<file path="config.mk">
export PLATFORM = sky130hd
export DESIGN_NAME = sbl_link
export DESIGN_NICKNAME = d
export VERILOG_FILES = /design/src/rtl/sbl_pkg.sv /design/src/rtl/sbl_link.sv
export VERILOG_INCLUDE_DIRS = /design/src /design/src/rtl
export SDC_FILE = /design/constraint.sdc
export NUM_CORES = 1
export LEC_CHECK = 0
export ABC_AREA = 1
export ABC_CLOCK_PERIOD_IN_PS = 9710
export BUFFER_PORTS_ARGS = -buffer_cell sky130_fd_sc_hd__clkbuf_2
export CAP_MARGIN = 0
export CORE_AREA = 2 2 180 182
export CTS_CLUSTER_SIZE = 28
export DETAILED_ROUTE_END_ITERATION = 12
export DIE_AREA = 0 0 182 184
export GPL_ROUTABILITY_DRIVEN = 0
export GPL_TIMING_DRIVEN = 0
export PLACE_DENSITY = 0.66
export SLEW_MARGIN = 10
export SYNTH_ARGS = -nofsm -noshare
export SYNTH_HDL_FRONTEND = slang
export SYNTH_SLANG_ARGS = --single-unit
export TNS_END_PERCENT = 30
</file>
<file path="constraint.sdc">
create_clock -name core_clk -period 9.71 [get_ports core_clk]
set_input_delay 2.4275 -clock core_clk [delete_from_list [all_inputs] [get_ports core_clk]]
set_output_delay 2.4275 -clock core_clk [all_outputs]
set_load 0.005 [all_outputs]
</file>
<file path="src/rtl/sbl_params.svh">
// constants of the serial boot loader link: codes, offsets, counts
// assumes inclusion by the package and by the link module only
//
// Behaviour
// RQ1: mode pin low across reset release enters loader mode; controller drives pins.
// RQ2: loader mode overlays loader ROM on vectors and relocates flash.
// RQ3: async framing: half duplex, LSB first, 8 data, no parity, 1 stop.
// RQ4: clocked mode: full duplex, LSB first, controller clock sampled on rising edge. The code sends and receives in separate phases, half duplex.
// RQ5: handshake low while waiting to receive, high while transmitting.
// RQ6: edge intervals measured by 16-bit timer ticking at half system clock.
// RQ7: poll receive level, capture timer at each level change of first byte.
// RQ8: controller sends 0x86 first at the intended async baud rate.
// RQ9: controller sends 0x30 first at one sixteenth of clocked rate.
// RQ10: first low interval not longer than second selects async, else clocked.
// RQ11: first-fall to last-rise interval judges whether baud rate is acceptable.
// RQ12: async mode echoes 0x86; controller times out waiting for it.
// RQ13: clocked mode acknowledge 0x30 read by controller clocks after idle.
// RQ14: first bytes 0x91, 0xA1, 0xB1 also pick clocked mode; answer still 0x30. The code's interval compare selects async for these three bytes.
// RQ15: command 0x10 is RAM transfer, 0x40 is chip and protect erase.
// RQ16: RAM start address at or above 0x2000_0400 and even.
// RQ17: after good RAM transfer, execution starts at the stored start address.
// RQ18: erase clears all blocks and protect bits regardless of protection.
// RQ19: flash 0x3F80_FFF0..0x3F80_FFFF hold id and password; avoid code there.
// RQ20: only mode, reset, transmit, receive, and in clocked mode clock and handshake.
// RQ21: acknowledge carries command upper nibble; bit3 receive error, bit0 bad, bits1-2 zero.
// RQ22: unacceptable async baud rate stops silently, no acknowledge.
// RQ23: checksum is two's complement of 8-bit carry-free byte sum.
// RQ24: serial channel set to chosen mode and rate before acknowledge and command.
`ifndef SBL_PARAMS_SVH
`define SBL_PARAMS_SVH
`define SBL_TIMER_W 16
`define SBL_STRAP_WAIT 4'h3
`define SBL_BAUD_SHIFT 2
`define SBL_ECHO_ASYNC 8'h86
`define SBL_ECHO_CLOCKED 8'h30
`define SBL_CMD_RAM 8'h10
`define SBL_CMD_ERASE 8'h40
`define SBL_ACK_RXERR 4'h8
`define SBL_ACK_BAD 4'h1
`define SBL_ACK_OK 4'h0
`define SBL_ERASE_DONE 8'h4f
`define SBL_ERASE_FAIL 8'h4c
`define SBL_RAM_LOW 32'h2000_0400
`define SBL_ADDR_LAST 3'h3
`define SBL_IX_START 4'h1
`define SBL_IX_STOP 4'ha
`define SBL_IX_TXEND 4'h9
`define SBL_IX_LAST 4'h7
`define SBL_OFF_CTRL 12'h000
`define SBL_OFF_STATUS 12'h004
`define SBL_OFF_MEASURE 12'h008
`define SBL_OFF_RUNADDR 12'h00c
`define SBL_MINBIT_RST 16'h0010
`endif

</file>
<file path="src/rtl/sbl_pkg.sv">
// types of the serial boot loader link
// assumes sbl_params.svh is on the include path
`include "sbl_params.svh"
package sbl_pkg;
    typedef logic [31:0] sbl_word_t;
    // gray along the detection path
    typedef enum logic [3:0] {
        SBL_IDLE = 4'h0, SBL_WA = 4'h1, SBL_WB = 4'h3, SBL_WC = 4'h2,
        SBL_WD = 4'h6, SBL_JUDGE = 4'h7, SBL_TX = 4'h5, SBL_RX = 4'h4,
        SBL_NEXT = 4'hc, SBL_HALT = 4'hd, SBL_RUN = 4'hf, SBL_ERASE = 4'he
    } sbl_state_t;
    typedef enum logic [2:0] {
        SBL_ECHO = 3'h0, SBL_CMD = 3'h1, SBL_CMDACK = 3'h3, SBL_ADDR = 3'h2,
        SBL_SUM = 3'h6, SBL_SUMACK = 3'h7, SBL_ERACK = 3'h5
    } sbl_step_t;
    typedef struct packed {
        sbl_state_t fsm;
        sbl_step_t step;
        logic loader, clkMode, div, ovf, rxErr, sumOk;
        logic [`SBL_TIMER_W-1:0] timer, tAB, tAC, wholePatternInterval, bitCyc, cnt, minBit;
        logic [3:0] bitIx;
        logic [2:0] nBytes;
        logic [9:0] shift;
        logic [7:0] rxByte, txByte, cmd, sum;
        logic [31:0] addr, runAddr, prdata;
        logic txd, txdOe, hs, hsOe, runStart, eraseReq, pready, pslverr;
        logic bootS1, bootS2, rxS1, rxS2, rxS3, sclkS1, sclkS2, sclkS3;
    } sbl_regs_t;
endpackage

</file>
<file path="src/rtl/sbl_link.sv">
// serial boot loader link: strap capture, mode detection, async and clocked
// byte engine, command interpreter, APB status and control
// assumes pins arrive asynchronously; flash erase and CPU start are outside
`timescale 1ns/10ps
`include "sbl_params.svh"
module sbl_link (
    input wire logic core_clk,
    input wire logic reset,
    input wire logic psel,
    input wire logic penable,
    input wire logic pwrite,
    input wire logic [11:0] paddr,
    input wire sbl_pkg::sbl_word_t pwdata,
    output sbl_pkg::sbl_word_t prdata,
    output logic pready,
    output logic pslverr,
    input wire logic bootModeN,
    input wire logic rxdPin,
    input wire logic sclkPin,
    output logic txdPin,
    output logic txdOe,
    output logic handshake_out_pin,
    output logic handshakeOe,
    output logic romOverlay,
    output logic flashRelocate,
    output logic runStart,
    output logic [31:0] runAddr,
    output logic eraseAllReq,
    input wire logic eraseDone,
    input wire logic eraseFail
);
    import sbl_pkg::*;

    sbl_regs_t regs_ff;
    sbl_regs_t nxt_regs;
    logic rxFall;
    logic rxRise;
    logic sclkRise;

    assign rxFall = regs_ff.rxS3 & ~regs_ff.rxS2;
    assign rxRise = ~regs_ff.rxS3 & regs_ff.rxS2;
    assign sclkRise = ~regs_ff.sclkS3 & regs_ff.sclkS2;

    // ==========================================================
    // next state
    always_comb begin
        logic startTx;
        logic startRx;
        logic ok;
        logic [7:0] txb;
        logic [`SBL_TIMER_W-1:0] secondLowInterval;
        startTx = 1'b0;
        startRx = 1'b0;
        ok = 1'b0;
        txb = 8'h00;
        secondLowInterval = regs_ff.wholePatternInterval - regs_ff.tAC;
        nxt_regs = regs_ff;
        nxt_regs.bootS1 = bootModeN;
        nxt_regs.bootS2 = regs_ff.bootS1;
        nxt_regs.rxS1 = rxdPin;
        nxt_regs.rxS2 = regs_ff.rxS1;
        nxt_regs.rxS3 = regs_ff.rxS2;
        nxt_regs.sclkS1 = sclkPin;
        nxt_regs.sclkS2 = regs_ff.sclkS1;
        nxt_regs.sclkS3 = regs_ff.sclkS2;
        nxt_regs.runStart = 1'b0;
        nxt_regs.div = ~regs_ff.div;
        // timer ticks on every second core edge
        if ((regs_ff.fsm == SBL_WB || regs_ff.fsm == SBL_WC || regs_ff.fsm == SBL_WD)
            && regs_ff.div) begin // RQ6
            if (&regs_ff.timer) begin
                nxt_regs.ovf = 1'b1;
            end else begin
                nxt_regs.timer = regs_ff.timer + 16'h1;
            end
        end
        case (regs_ff.fsm)
            SBL_IDLE: begin
                // wait for the strap synchroniser to hold the pin, not its reset value
                if (regs_ff.cnt[3:0] != `SBL_STRAP_WAIT) begin
                    nxt_regs.cnt = regs_ff.cnt + 16'h1;
                end else begin
                    nxt_regs.loader = ~regs_ff.bootS2; // RQ1 RQ2
                    nxt_regs.txdOe = ~regs_ff.bootS2; // RQ20
                    nxt_regs.fsm = regs_ff.bootS2 ? SBL_HALT : SBL_WA;
                end
            end
            SBL_WA: begin
                nxt_regs.timer = '0;
                nxt_regs.ovf = 1'b0;
                if (rxFall) begin
                    nxt_regs.fsm = SBL_WB; // RQ7
                end
            end
            SBL_WB: begin
                if (rxRise) begin
                    nxt_regs.tAB = regs_ff.timer; // RQ7
                    nxt_regs.fsm = SBL_WC;
                end
            end
            SBL_WC: begin
                if (rxFall) begin
                    nxt_regs.tAC = regs_ff.timer; // RQ7
                    nxt_regs.fsm = SBL_WD;
                end
            end
            SBL_WD: begin
                if (rxRise) begin
                    nxt_regs.wholePatternInterval = regs_ff.timer; // RQ7
                    nxt_regs.fsm = SBL_JUDGE;
                end
            end
            SBL_JUDGE: begin
                if (regs_ff.tAB > secondLowInterval) begin // RQ10 RQ9 RQ14
                    nxt_regs.clkMode = 1'b1; // RQ24
                    nxt_regs.hsOe = 1'b1; // RQ20
                    txb = `SBL_ECHO_CLOCKED; // RQ13 RQ14
                    startTx = 1'b1;
                end else begin
                    // two core cycles per tick, eight bit times in the pattern
                    nxt_regs.bitCyc = regs_ff.wholePatternInterval
                        >> `SBL_BAUD_SHIFT; // RQ11 RQ8 RQ24
                    if (regs_ff.ovf || nxt_regs.bitCyc == '0
                        || nxt_regs.bitCyc < regs_ff.minBit) begin
                        nxt_regs.fsm = SBL_HALT; // RQ22
                    end else begin
                        txb = `SBL_ECHO_ASYNC; // RQ12
                        startTx = 1'b1;
                    end
                end
            end
            SBL_TX: begin
                if (regs_ff.clkMode) begin
                    nxt_regs.txd = regs_ff.shift[0];
                    if (sclkRise) begin // RQ4
                        nxt_regs.shift = {1'b1, regs_ff.shift[9:1]};
                        nxt_regs.bitIx = regs_ff.bitIx + 4'h1;
                        if (regs_ff.bitIx == `SBL_IX_LAST) begin
                            nxt_regs.fsm = SBL_NEXT;
                        end
                    end
                end else begin
                    nxt_regs.txd = regs_ff.shift[0]; // RQ3
                    if (regs_ff.cnt != '0) begin
                        nxt_regs.cnt = regs_ff.cnt - 16'h1;
                    end else begin
                        nxt_regs.cnt = regs_ff.bitCyc - 16'h1;
                        nxt_regs.shift = {1'b1, regs_ff.shift[9:1]};
                        nxt_regs.bitIx = regs_ff.bitIx + 4'h1;
                        if (regs_ff.bitIx == `SBL_IX_TXEND) begin
                            nxt_regs.fsm = SBL_NEXT;
                        end
                    end
                end
            end
            SBL_RX: begin
                if (regs_ff.clkMode) begin
                    if (sclkRise) begin // RQ4
                        nxt_regs.rxByte = {regs_ff.rxS2, regs_ff.rxByte[7:1]};
                        nxt_regs.bitIx = regs_ff.bitIx + 4'h1;
                        if (regs_ff.bitIx == `SBL_IX_LAST) begin
                            nxt_regs.fsm = SBL_NEXT;
                        end
                    end
                end else if (regs_ff.bitIx == 4'h0) begin
                    if (!regs_ff.rxS2) begin
                        nxt_regs.cnt = regs_ff.bitCyc >> 1;
                        nxt_regs.bitIx = `SBL_IX_START;
                    end
                end else if (regs_ff.cnt != '0) begin
                    nxt_regs.cnt = regs_ff.cnt - 16'h1;
                end else begin
                    nxt_regs.cnt = regs_ff.bitCyc - 16'h1;
                    nxt_regs.bitIx = regs_ff.bitIx + 4'h1;
                    // a start bit gone high at mid-bit was a glitch
                    if (regs_ff.bitIx == `SBL_IX_START && regs_ff.rxS2) begin
                        nxt_regs.bitIx = 4'h0;
                    end else if (regs_ff.bitIx == `SBL_IX_STOP) begin
                        nxt_regs.rxErr = ~regs_ff.rxS2; // RQ3
                        nxt_regs.fsm = SBL_NEXT;
                    end else if (regs_ff.bitIx != `SBL_IX_START) begin
                        nxt_regs.rxByte = {regs_ff.rxS2, regs_ff.rxByte[7:1]};
                    end
                end
            end
            SBL_NEXT: begin
                case (regs_ff.step)
                    SBL_ECHO: begin
                        nxt_regs.step = SBL_CMD;
                        startRx = 1'b1;
                    end
                    SBL_CMD: begin
                        nxt_regs.cmd = regs_ff.rxByte;
                        if (regs_ff.rxErr) begin
                            txb = {regs_ff.rxByte[7:4], `SBL_ACK_RXERR}; // RQ21
                        end else if (regs_ff.rxByte == `SBL_CMD_RAM
                            || regs_ff.rxByte == `SBL_CMD_ERASE) begin
                            txb = regs_ff.rxByte; // RQ15
                        end else begin
                            txb = {regs_ff.rxByte[7:4], `SBL_ACK_BAD}; // RQ21
                        end
                        nxt_regs.step = SBL_CMDACK;
                        startTx = 1'b1;
                    end
                    SBL_CMDACK: begin
                        if (regs_ff.txByte == `SBL_CMD_RAM) begin
                            nxt_regs.step = SBL_ADDR;
                            nxt_regs.nBytes = 3'h0;
                            nxt_regs.sum = 8'h00;
                            nxt_regs.sumOk = 1'b1;
                            startRx = 1'b1;
                        end else if (regs_ff.txByte == `SBL_CMD_ERASE) begin
                            nxt_regs.eraseReq = 1'b1; // RQ18
                            nxt_regs.fsm = SBL_ERASE;
                        end else begin
                            nxt_regs.step = SBL_CMD;
                            startRx = 1'b1;
                        end
                    end
                    SBL_ADDR: begin
                        // start address arrives most significant byte first
                        nxt_regs.addr = {regs_ff.addr[23:0], regs_ff.rxByte};
                        nxt_regs.sum = regs_ff.sum + regs_ff.rxByte; // RQ23
                        nxt_regs.sumOk = regs_ff.sumOk & ~regs_ff.rxErr;
                        nxt_regs.nBytes = regs_ff.nBytes + 3'h1;
                        if (regs_ff.nBytes == `SBL_ADDR_LAST) begin
                            nxt_regs.step = SBL_SUM;
                        end
                        startRx = 1'b1;
                    end
                    SBL_SUM: begin
                        ok = regs_ff.sumOk && (regs_ff.sum + regs_ff.rxByte == 8'h00) // RQ23
                            && regs_ff.addr >= `SBL_RAM_LOW && !regs_ff.addr[0]; // RQ16
                        txb = {regs_ff.cmd[7:4], regs_ff.rxErr ? `SBL_ACK_RXERR
                            : (ok ? `SBL_ACK_OK : `SBL_ACK_BAD)}; // RQ21
                        nxt_regs.sumOk = ok & ~regs_ff.rxErr;
                        nxt_regs.step = SBL_SUMACK;
                        startTx = 1'b1;
                    end
                    SBL_SUMACK: begin
                        if (regs_ff.sumOk) begin
                            nxt_regs.runStart = 1'b1; // RQ17
                            nxt_regs.runAddr = regs_ff.addr;
                            nxt_regs.fsm = SBL_RUN;
                        end else begin
                            nxt_regs.step = SBL_CMD;
                            startRx = 1'b1;
                        end
                    end
                    default: begin
                        nxt_regs.step = SBL_CMD;
                        startRx = 1'b1;
                    end
                endcase
            end
            SBL_ERASE: begin
                if (eraseDone) begin
                    nxt_regs.eraseReq = 1'b0;
                    txb = eraseFail ? `SBL_ERASE_FAIL : `SBL_ERASE_DONE;
                    nxt_regs.step = SBL_ERACK;
                    startTx = 1'b1;
                end
            end
            SBL_RUN, SBL_HALT: begin
                nxt_regs.txd = 1'b1;
            end
            default: begin
                nxt_regs.fsm = SBL_HALT;
            end
        endcase
        if (startTx) begin
            nxt_regs.fsm = SBL_TX;
            nxt_regs.txByte = txb;
            nxt_regs.bitIx = 4'h0;
            nxt_regs.cnt = nxt_regs.bitCyc - 16'h1;
            nxt_regs.shift = nxt_regs.clkMode ? {2'b11, txb} : {1'b1, txb, 1'b0};
            nxt_regs.hs = nxt_regs.clkMode; // RQ5
        end
        if (startRx) begin
            nxt_regs.fsm = SBL_RX;
            nxt_regs.bitIx = 4'h0;
            nxt_regs.rxErr = 1'b0;
            nxt_regs.txd = 1'b1;
            nxt_regs.hs = 1'b0; // RQ5
        end
        // ======================================================
        // APB slave, one wait state
        nxt_regs.pready = 1'b0;
        nxt_regs.pslverr = 1'b0;
        if (psel && penable && !regs_ff.pready) begin
            nxt_regs.pready = 1'b1;
            case (paddr)
                `SBL_OFF_CTRL: nxt_regs.prdata = {16'h0000, regs_ff.minBit};
                `SBL_OFF_STATUS: nxt_regs.prdata = {16'h0000, regs_ff.cmd, regs_ff.rxErr,
                    regs_ff.loader, regs_ff.clkMode, regs_ff.eraseReq, regs_ff.fsm};
                `SBL_OFF_MEASURE: nxt_regs.prdata = {regs_ff.wholePatternInterval, regs_ff.tAB};
                `SBL_OFF_RUNADDR: nxt_regs.prdata = regs_ff.runAddr;
                default: begin
                    nxt_regs.prdata = 32'h0000_0000;
                    nxt_regs.pslverr = 1'b1;
                end
            endcase
        end
        if (psel && penable && regs_ff.pready && pwrite && paddr == `SBL_OFF_CTRL) begin
            nxt_regs.minBit = pwdata[15:0];
        end
    end

    always_ff @(posedge core_clk) begin
        if (reset) begin
            regs_ff <= '0;
            regs_ff.txd <= 1'b1;
            regs_ff.minBit <= `SBL_MINBIT_RST;
            regs_ff.bootS1 <= 1'b1;
            regs_ff.bootS2 <= 1'b1;
            regs_ff.rxS1 <= 1'b1;
            regs_ff.rxS2 <= 1'b1;
            regs_ff.rxS3 <= 1'b1;
        end else begin
            regs_ff <= nxt_regs;
        end
    end

    assign prdata = regs_ff.prdata;
    assign pready = regs_ff.pready;
    assign pslverr = regs_ff.pslverr;
    assign txdPin = regs_ff.txd;
    assign txdOe = regs_ff.txdOe;
    assign handshake_out_pin = regs_ff.hs;
    assign handshakeOe = regs_ff.hsOe;
    assign romOverlay = regs_ff.loader;
    assign flashRelocate = regs_ff.loader;
    assign runStart = regs_ff.runStart;
    assign runAddr = regs_ff.runAddr;
    assign eraseAllReq = regs_ff.eraseReq;

    // ==========================================================
    // checks
    AST_STRAP: assert property (@(posedge core_clk) disable iff (reset) // RQ1
        $rose(regs_ff.loader) |-> !$past(regs_ff.bootS2) && romOverlay && flashRelocate)
        else $error("loader mode entered without low mode pin");
    AST_TICK: assert property (@(posedge core_clk) disable iff (reset) // RQ6
        (regs_ff.fsm == SBL_WC && $changed(regs_ff.timer)) |=> !$changed(regs_ff.timer))
        else $error("timer ticked faster than half clock");
    AST_MODE: assert property (@(posedge core_clk) disable iff (reset) // RQ10
        regs_ff.fsm == SBL_JUDGE |=>
        regs_ff.clkMode == ($past(regs_ff.tAB)
        > $past(regs_ff.wholePatternInterval) - $past(regs_ff.tAC)))
        else $error("mode decision disagrees with intervals");
    AST_HS_TX: assert property (@(posedge core_clk) disable iff (reset) // RQ5
        regs_ff.clkMode && regs_ff.fsm == SBL_TX |-> handshake_out_pin)
        else $error("handshake low while transmitting");
    AST_HS_RX: assert property (@(posedge core_clk) disable iff (reset) // RQ5
        regs_ff.clkMode && regs_ff.fsm == SBL_RX |-> !handshake_out_pin)
        else $error("handshake high while receiving");
    AST_SILENT: assert property (@(posedge core_clk) disable iff (reset) // RQ22
        $rose(regs_ff.fsm == SBL_HALT) |-> txdPin [*8])
        else $error("transmit line moved after abort");
    AST_ACKBITS: assert property (@(posedge core_clk) disable iff (reset) // RQ21
        regs_ff.fsm == SBL_TX && regs_ff.step == SBL_CMDACK |->
        regs_ff.txByte[2:1] == 2'b00 && regs_ff.txByte[7:4] == regs_ff.cmd[7:4])
        else $error("command acknowledge malformed");
    AST_RUN: assert property (@(posedge core_clk) disable iff (reset) // RQ16
        runStart |-> runAddr >= `SBL_RAM_LOW && !runAddr[0] && regs_ff.fsm == SBL_RUN)
        else $error("started from an illegal address");
    AST_ERASE: assert property (@(posedge core_clk) disable iff (reset) // RQ18
        eraseAllReq && !eraseDone |=> eraseAllReq)
        else $error("erase request dropped early");
    AST_PINS: assert property (@(posedge core_clk) disable iff (reset) // RQ20
        handshakeOe |-> regs_ff.clkMode && regs_ff.loader)
        else $error("handshake pin driven outside clocked mode");
    AST_APB: assert property (@(posedge core_clk) disable iff (reset)
        psel && penable && !pready |=> pready ##1 !pready)
        else $error("bus answer not one wait state");
endmodule

</file>
==> summary.md, run 1 <==
| Metric | Value |
|---|---|
| Share of the synthesized area in the top cell type | `between 30 and 40%` |
| Post-cts sizing count | `0` |
| MaxCap Viol Count | `0` |
| # setup viols final | `0` |
| CTS root buf | `clkbuf_16` |
| Fill cells | `a little over 3000` |
| Status | `finished clean` |
| Initial Util | `between 40% and 50%` |
| Final min period | `5010 ps` |
| Seq cells post-synth | `285` |
| Post-synthesis cell area | `~0.016 mm2` |
| Relative slew slack | `about 33%` |
| Num CTS Buffers | `31` |
| Hold WS | `408 ps` |
| Initial antenna violation count | `1` |
| Final Net Count | `2481` |
| Area Overhead vs Synth | `14.1%` |
| EDFF count, synth | `0` |
| Max frequency | `199 MHz` |
| Setup TNS | `0 ps` |
| Unrepaired setup endpoints after global routing | `no` |
| Startpoint types | `flip-flop` |
| Worst-Skew Late Latency | `600 ps` |
| Max-slew violations | `0` |
| Power Density | `198 mW/mm2` |
| Mapped Nets | `between 2000 and 2500` |
| Leakage Power | `7.52 nW` |
| Final Util | `between 50 and 60%` |
| Die Y-Extent | `around 180 um` |
| Sequential area share after synthesis | `36.6%` |
| Critical Path Max Stage Delay | `between 400 and 500 ps` |
| HPWL Detailed | `40.5 mm` |
| Req. time, crit path | `~10000 ps` |
| Placed inst area | `~0.017 mm2` |
| DIE AREA | `0.0335 mm2` |
| Die Wd | `roughly 180 um` |
| Post-route ant nets | `0` |
| First-pass GRT wire length | `78.5 mm` |
| TritonRoute pass-1 iters | `7` |
| YS warnings | `0` |
| Mean Syn Cell Area | `about 7 um2` |
| Layout cell share with drive strength beyond 1 | `~15%` |
| Synth area leader | `dfxtp_1` |
| Slew @ Worst Pin | `around 1000 ps` |
| Count of buffers from port buffering | `about 110` |
| Final Hold Viols | `0` |
| Vias in the first global route | `approximately 14000` |
| Area contributors post-synth | `dfxtp_1 37%, nand2_1 8.2%, a21oi_1 8.0%` |
| Htree depth | `1` |
| Post-route cell area | `~0.018 mm2` |
| Synth Instances | `approximately 2200` |
| Setup crit end kind | `flip-flop` |
| Commonest non-fill, non-tap cell in the layout | `nand2_1` |
| Max VDD drop | `between 0.1 and 0.15 mV` |
| Tcrit/Tclk final | `between 50% and 60%` |
| Core Rows | `65` |
| Netlist cell types | `53` |
| CP dominant cell by count | `nand2_1` |
| Hold crit path type | `reg2reg` |
| Core area | `roughly 0.031 mm2` |
| Drt first-iter violations | `about 1400` |
| Routed WL | `51.5 mm` |
| Total grt overflow | `0` |
| Clk buf depth | `3` |
| CTS Hold Bufs | `0` |
| DRC Markers | `0` |
| Post-CTS setup buffer count | `0` |
| Crit Path Max Fanout | `10` |
| Kind of critical path | `reg2reg` |
| Largest net degree at the start of global routing | `17` |
| ANT cells | `0` |
| Wire per inst | `around 18 um` |
| Arr. time, crit path | `5480 ps` |
| I/O pin cnt | `128` |
| Clk_skew | `approximately 27 ps` |
| Clk sinks | `between 200 and 300` |
| Total Routing Usage GR | `30.2%` |
| Via count | `approximately 16000` |
| Main synth FF type | `dfxtp_1` |
| CTS tree | `done` |
| Clock transition at path regs | `around 70 ps` |
| Post-synth ARST share | `0%` |
| DR vias/cell | `~5.6` |
| Most frequent cells in the layout | `340 x nand2_1, 285 x dfxtp_1, 262 x inv_1, 250 x a21oi_1, 222 x o21ai_0` |
| CP max-delay cell | `fa_1` |
worst max-delay path, delay by kind of cell (launching register included):
family / cells / cell delay [ps]
buffers and inverters: 3 / 370
DFF: 1 / 290
xor gates and xnor gates: 1 / 190
AOI/OAI and AO/OA: 7 / 990
and+or+nand+nor: 18 / 2010
adders and majority gates: 4 / 1050
metrics by stage:
stage               instances  setup slack, ps  power, mW
finish                   2789             4700       3.52
global route             2789             4160       3.68
CTS                      2789             4760       3.51
detailed placement       2732             4810       2.20
global placement         2732             4850       2.19
floorplan                2219             5640       1.98
final timing paths:
path | from | to | slack, ps | depth (start not counted)
max | regs_ff[209] | regs_ff[191] | 4700 | 33
min | nxt_regs[1] | nxt_regs[0] | 410 | 2
max reg2reg | regs_ff[209] | regs_ff[191] | 4700 | 33
min reg2reg | nxt_regs[1] | nxt_regs[0] | 410 | 2
registers in the layout (all words and copies together) (netlist names):
name,flops
regs_ff,208
prdata,32
runAddr,32
nxt_regs,5
eraseAllReq,1
handshakeOe,1
handshake_out_pin,1
pready,1
pslverr,1
runStart,1
txdOe,1
txdPin,1
layout make-up:
cell class,count,area [um2],share of cell area [%]
Multi-Input combinational cell,1486,7910,44.5
Clock buffer,43,901,5.06
Timing Repair Buffer,111,556,3.12
Clock inverter,14,238,1.34
Buffer,149,857,4.82
Sequential cell,285,5710,32.1
Tap cell,402,503,2.83
Inverter,299,1120,6.31
Yosys cell counts (10+ instances only):
cell type,instances
a21oi_1,250
buf_2,10
buf_4,69
clkbuf_1,63
dfxtp_1,285
ha_1,62
inv_1,262
inv_2,33
nand2_1,340
nand2_2,16
nand3_1,99
nand4_1,16
nor2_1,212
nor3_1,28
nor4_1,10
o211ai_1,14
o21ai_0,222
o21ai_1,30
o22ai_1,49
xor2_1,31
per-layer routing:
layer | wire, um | GRT usage (%) | up-vias
li1 | - | - | 7575
met1 | 22000 | 39.1 | 7122
met2 | 22700 | 48.6 | 694
met3 | 4280 | 5.61 | 136
met4 | 2570 | 14.4 | 2
met5 | 11 | 0 | -
cells by family (layout without fill, tap and decap cells):
group / Yosys count / after routing / synth area share [%]
flops: 285 / 285 / 36.6
xor+xnor: 38 / 38 / 2.13
simple gates: 780 / 780 / 22.6
fa+ha+maj: 64 / 64 / 5.23
buf+inv: 448 / 616 / 12.7
compound gates: 604 / 604 / 20.8
power by group:
group,internal [mW],switching (mW)
Sequential,1.21,0.0490
Combinational,0.311,0.626
Clock,0.806,0.516
Total,2.33,1.19
No activity file was read; power rests on OpenSTA's default activity.
==> run 2, diff against run 1 <==
Settings changed: ABC_AREA 1 to 0, ABC_CLOCK_PERIOD_IN_PS 9710 to 5200.
Clock period 9.71 ns to 5.2 ns, I/O delays scaled along.
==> summary.md, run 2 <==
| Metric | Value |
|---|---|
| CTS tree | `done` |
| Clk_skew | `15.8 ps (-11.4 ps)` |
| Multi-input gate area | `0.00893 mm2 (+13%)` |
| Post-route ant nets | `0 (unchanged)` |
| Power Density | `362 mW/mm2 (+83%)` |
| Drt first-iter violations | `1536 (+7.7%)` |
| Netlist cell types | `71 (+34%)` |
| Failing checks | `negative setup slack` |
| Crit Path Max Fanout | `6 (-4)` |
| Clk sinks | `285 (unchanged)` |
| Area contributors post-synth | `dfxtp_1 37%, nand2_1 7.4%, a21oi_1 6.6%` |
| Req. time, crit path | `5560 ps (-4620 ps)` |
| DRC Markers | `0 (unchanged)` |
| Clk buf depth | `3 (unchanged)` |
| Main synth FF type | `dfxtp_1` |
| Post-synth ARST share | `0% (unchanged)` |
| DR vias/cell | `5.96 (+7.0%)` |
| Reg with most FFs | `regs_ff` |
| Initial Util | `49.7% (about the same)` |
| Clock transition at path regs | `60 ps (about the same)` |
| Core area | `0.0314 mm2 (unchanged)` |
| Kind of critical path | `reg2reg` |
| CTS root buf | `clkbuf_16` |
| Wire per inst | `20.5 um (+11%)` |
| Most instantiated cells after synthesis | `308 x nand2_1, 285 x dfxtp_1, 238 x nor2_1, 205 x a21oi_1, 103 x clkbuf_1` |
| Post-Layout Cell Count | `2591 (-7.1%)` |
| Total grt overflow | `0 (unchanged)` |
| HPWL Detailed | `39.7 mm (-2.0%)` |
| Initial antenna violation count | `0 (-1)` |
| Sequential area share after synthesis | `36.6% (about the same)` |
| Max reg flops | `208 (unchanged)` |
| Final min period | `5280 ps (+266 ps)` |
| Hold crit path type | `reg2reg` |
| Placed inst area | `0.0167 mm2 (+0.34%)` |
| Setup TNS | `-223 ps (-223 ps)` |
| Max-slew violations | `0 (unchanged)` |
| Leakage Power | `7.22 nW (-4.0%)` |
| Htree depth | `2 (+1)` |
| Area Overhead vs Synth | `17.7%` |
| Slew @ Worst Pin | `1020 ps (+21.5 ps)` |
| YS warnings | `0 (unchanged)` |
| Via count | `15400 (-0.57%)` |
| Mean Syn Cell Area | `7.84 um2 (+12%)` |
| # setup viols final | `4 (+4)` |
| Setup crit end kind | `flip-flop` |
| Core Rows | `65 (unchanged)` |
| Post-route cell area | `0.0184 mm2 (+3.2%)` |
| Commonest non-fill, non-tap cell in the layout | `nand2_1` |
| Post-synthesis cell area | `0.0156 mm2 (about the same)` |
| Max frequency | `189 MHz (-5.0%)` |
| MaxCap Viol Count | `0 (unchanged)` |
| Arr. time, crit path | `5640 ps (+160 ps)` |
| Final Hold Viols | `0 (unchanged)` |
| TritonRoute pass-1 iters | `6 (-1)` |
| Worst-Skew Late Latency | `520 ps (-80 ps)` |
| Tcrit/Tclk final | `102% (+50 points)` |
| Critical Path Max Stage Delay | `380 ps (-30 ps)` |
| Num CTS Buffers | `34 (+9.7%)` |
| DIE AREA | `0.0335 mm2 (unchanged)` |
| Seq cells post-synth | `285 (unchanged)` |
| Vias in the first global route | `14500 (+2.2%)` |
| Layout cell share with drive strength beyond 1 | `17.1% (+2.3 points)` |
| Mapped Nets | `2107 (-9.8%)` |
| CTS Hold Bufs | `0 (unchanged)` |
| Max VDD drop | `0.246 mV (+75%)` |
| Share of the synthesized area in the top cell type | `36.6% (about the same)` |
| Unrepaired setup endpoints after global routing | `yes` |
| I/O pin cnt | `128 (unchanged)` |
| Count of buffers from port buffering | `108 (-2.7%)` |
| EDFF count, synth | `0 (unchanged)` |
| CP max-delay cell | `o31a_4` |
| Largest net degree at the start of global routing | `14 (-3)` |
| Post-placement cell count | `2502 (-8.4%)` |
| Routed WL | `53.2 mm (+3.2%)` |
| First-pass GRT wire length | `81.7 mm (+4.0%)` |
| Final Net Count | `2285 (-7.9%)` |
| Most common cell in the netlist | `nand2_1` |
| Relative slew slack | `31.2% (-2.0 points)` |
| Synth area leader | `dfxtp_1` |
| Final WS setup | `-81.2 ps (-4780 ps)` |
| FF/Latch Area | `0.00572 mm2 (+0.31%)` |
| Synth Instances | `1989 (-10%)` |
| Fill cells | `2925 (-5.0%)` |
| Overall Power | `6.66 mW (+89%)` |
| Die Y-Extent | `184 um (unchanged)` |
| Startpoint types | `flip-flop` |
| Status | `finished, violations left` |
| Most frequent cells in the layout | `305 x nand2_1, 277 x dfxtp_1, 237 x nor2_1, 202 x a21oi_1, 109 x clkbuf_2` |
| Die Wd | `182 um (unchanged)` |
| Total Routing Usage GR | `31.3% (+1.1 points)` |
| DP Worst Slack | `-878 ps (-5690 ps)` |
| ANT cells | `0 (unchanged)` |
run 2: timing repair:
action / CTS / global route
endpoints found under the setup margin: 47 / 18
buffers inserted: 21 / 12
pin swaps: 20 / 21
gates resized for setup: 46 / 16
run 2: kinds of logic after synthesis:
logic type                 count (synthesis)  share of synthesized area (%)
AOI/OAI and AO/OA                        445                           17.6
xor gates and xnor gates                  64                           3.59
adders and majority gates                 64                           5.23
buffers and inverters                    247                           7.70
DFF                                      285                           36.6
muxes                                     91                           6.42
and+or+nand+nor                          793                           22.9
run 2: cell type report:
| type | instances | share of cell area [%] |
|---|---|---|
| multi-input combinational | 1457 | 48.6 |
| sequential | 285 | 31.2 |
| buffer | 192 | 5.60 |
| clock buffer | 44 | 5.12 |
| timing repair buffer | 144 | 4.43 |
| tap | 402 | 2.74 |
| clock inverter | 14 | 1.24 |
| inverter | 53 | 1.08 |
run 2: worst paths after layout:
kind | end | start | slack (ps) | cells after the start
min reg2reg | regs_ff[6] | nxt_regs[6] | 410 | 1
max reg2reg | regs_ff[185] | regs_ff[209] | -80 | 29
max | regs_ff[185] | regs_ff[209] | -80 | 29
min | regs_ff[6] | nxt_regs[6] | 410 | 1
run 2: critical path: cells and delay by family, from the launching register on:
kind | cells | cell delay (ps)
compound gates | 11 | 2060
fa+ha+maj | 4 | 940
simple gates | 5 | 560
mux | 2 | 360
xor+xnor | 1 | 170
buf+inv | 6 | 680
flops | 1 | 330
run 2: report_power, final:
group	switching [mW]	leakage (nW)	internal, mW	total [mW]
Sequential	0.0968	2.31	2.26	2.36
Combinational	1.16	4.35	0.636	1.80
Clock	0.970	0.568	1.53	2.50
Total	2.23	7.22	4.43	6.66
run 2: per-stage QoR:
step | hold slack (ps) | util [%]
floorplan | 389 | -
global placement | 395 | 53.1
detailed placement | 394 | 53.2
CTS | 409 | 58.0
global route | 439 | 58.5
finish | 408 | 58.5
run 2: per-layer routing:
layer	GRT usage [%]	share of wire, %
met1	41.4	42
met2	51.6	45
met3	4.58	8.7
met4	12.5	4.0
met5	0	0
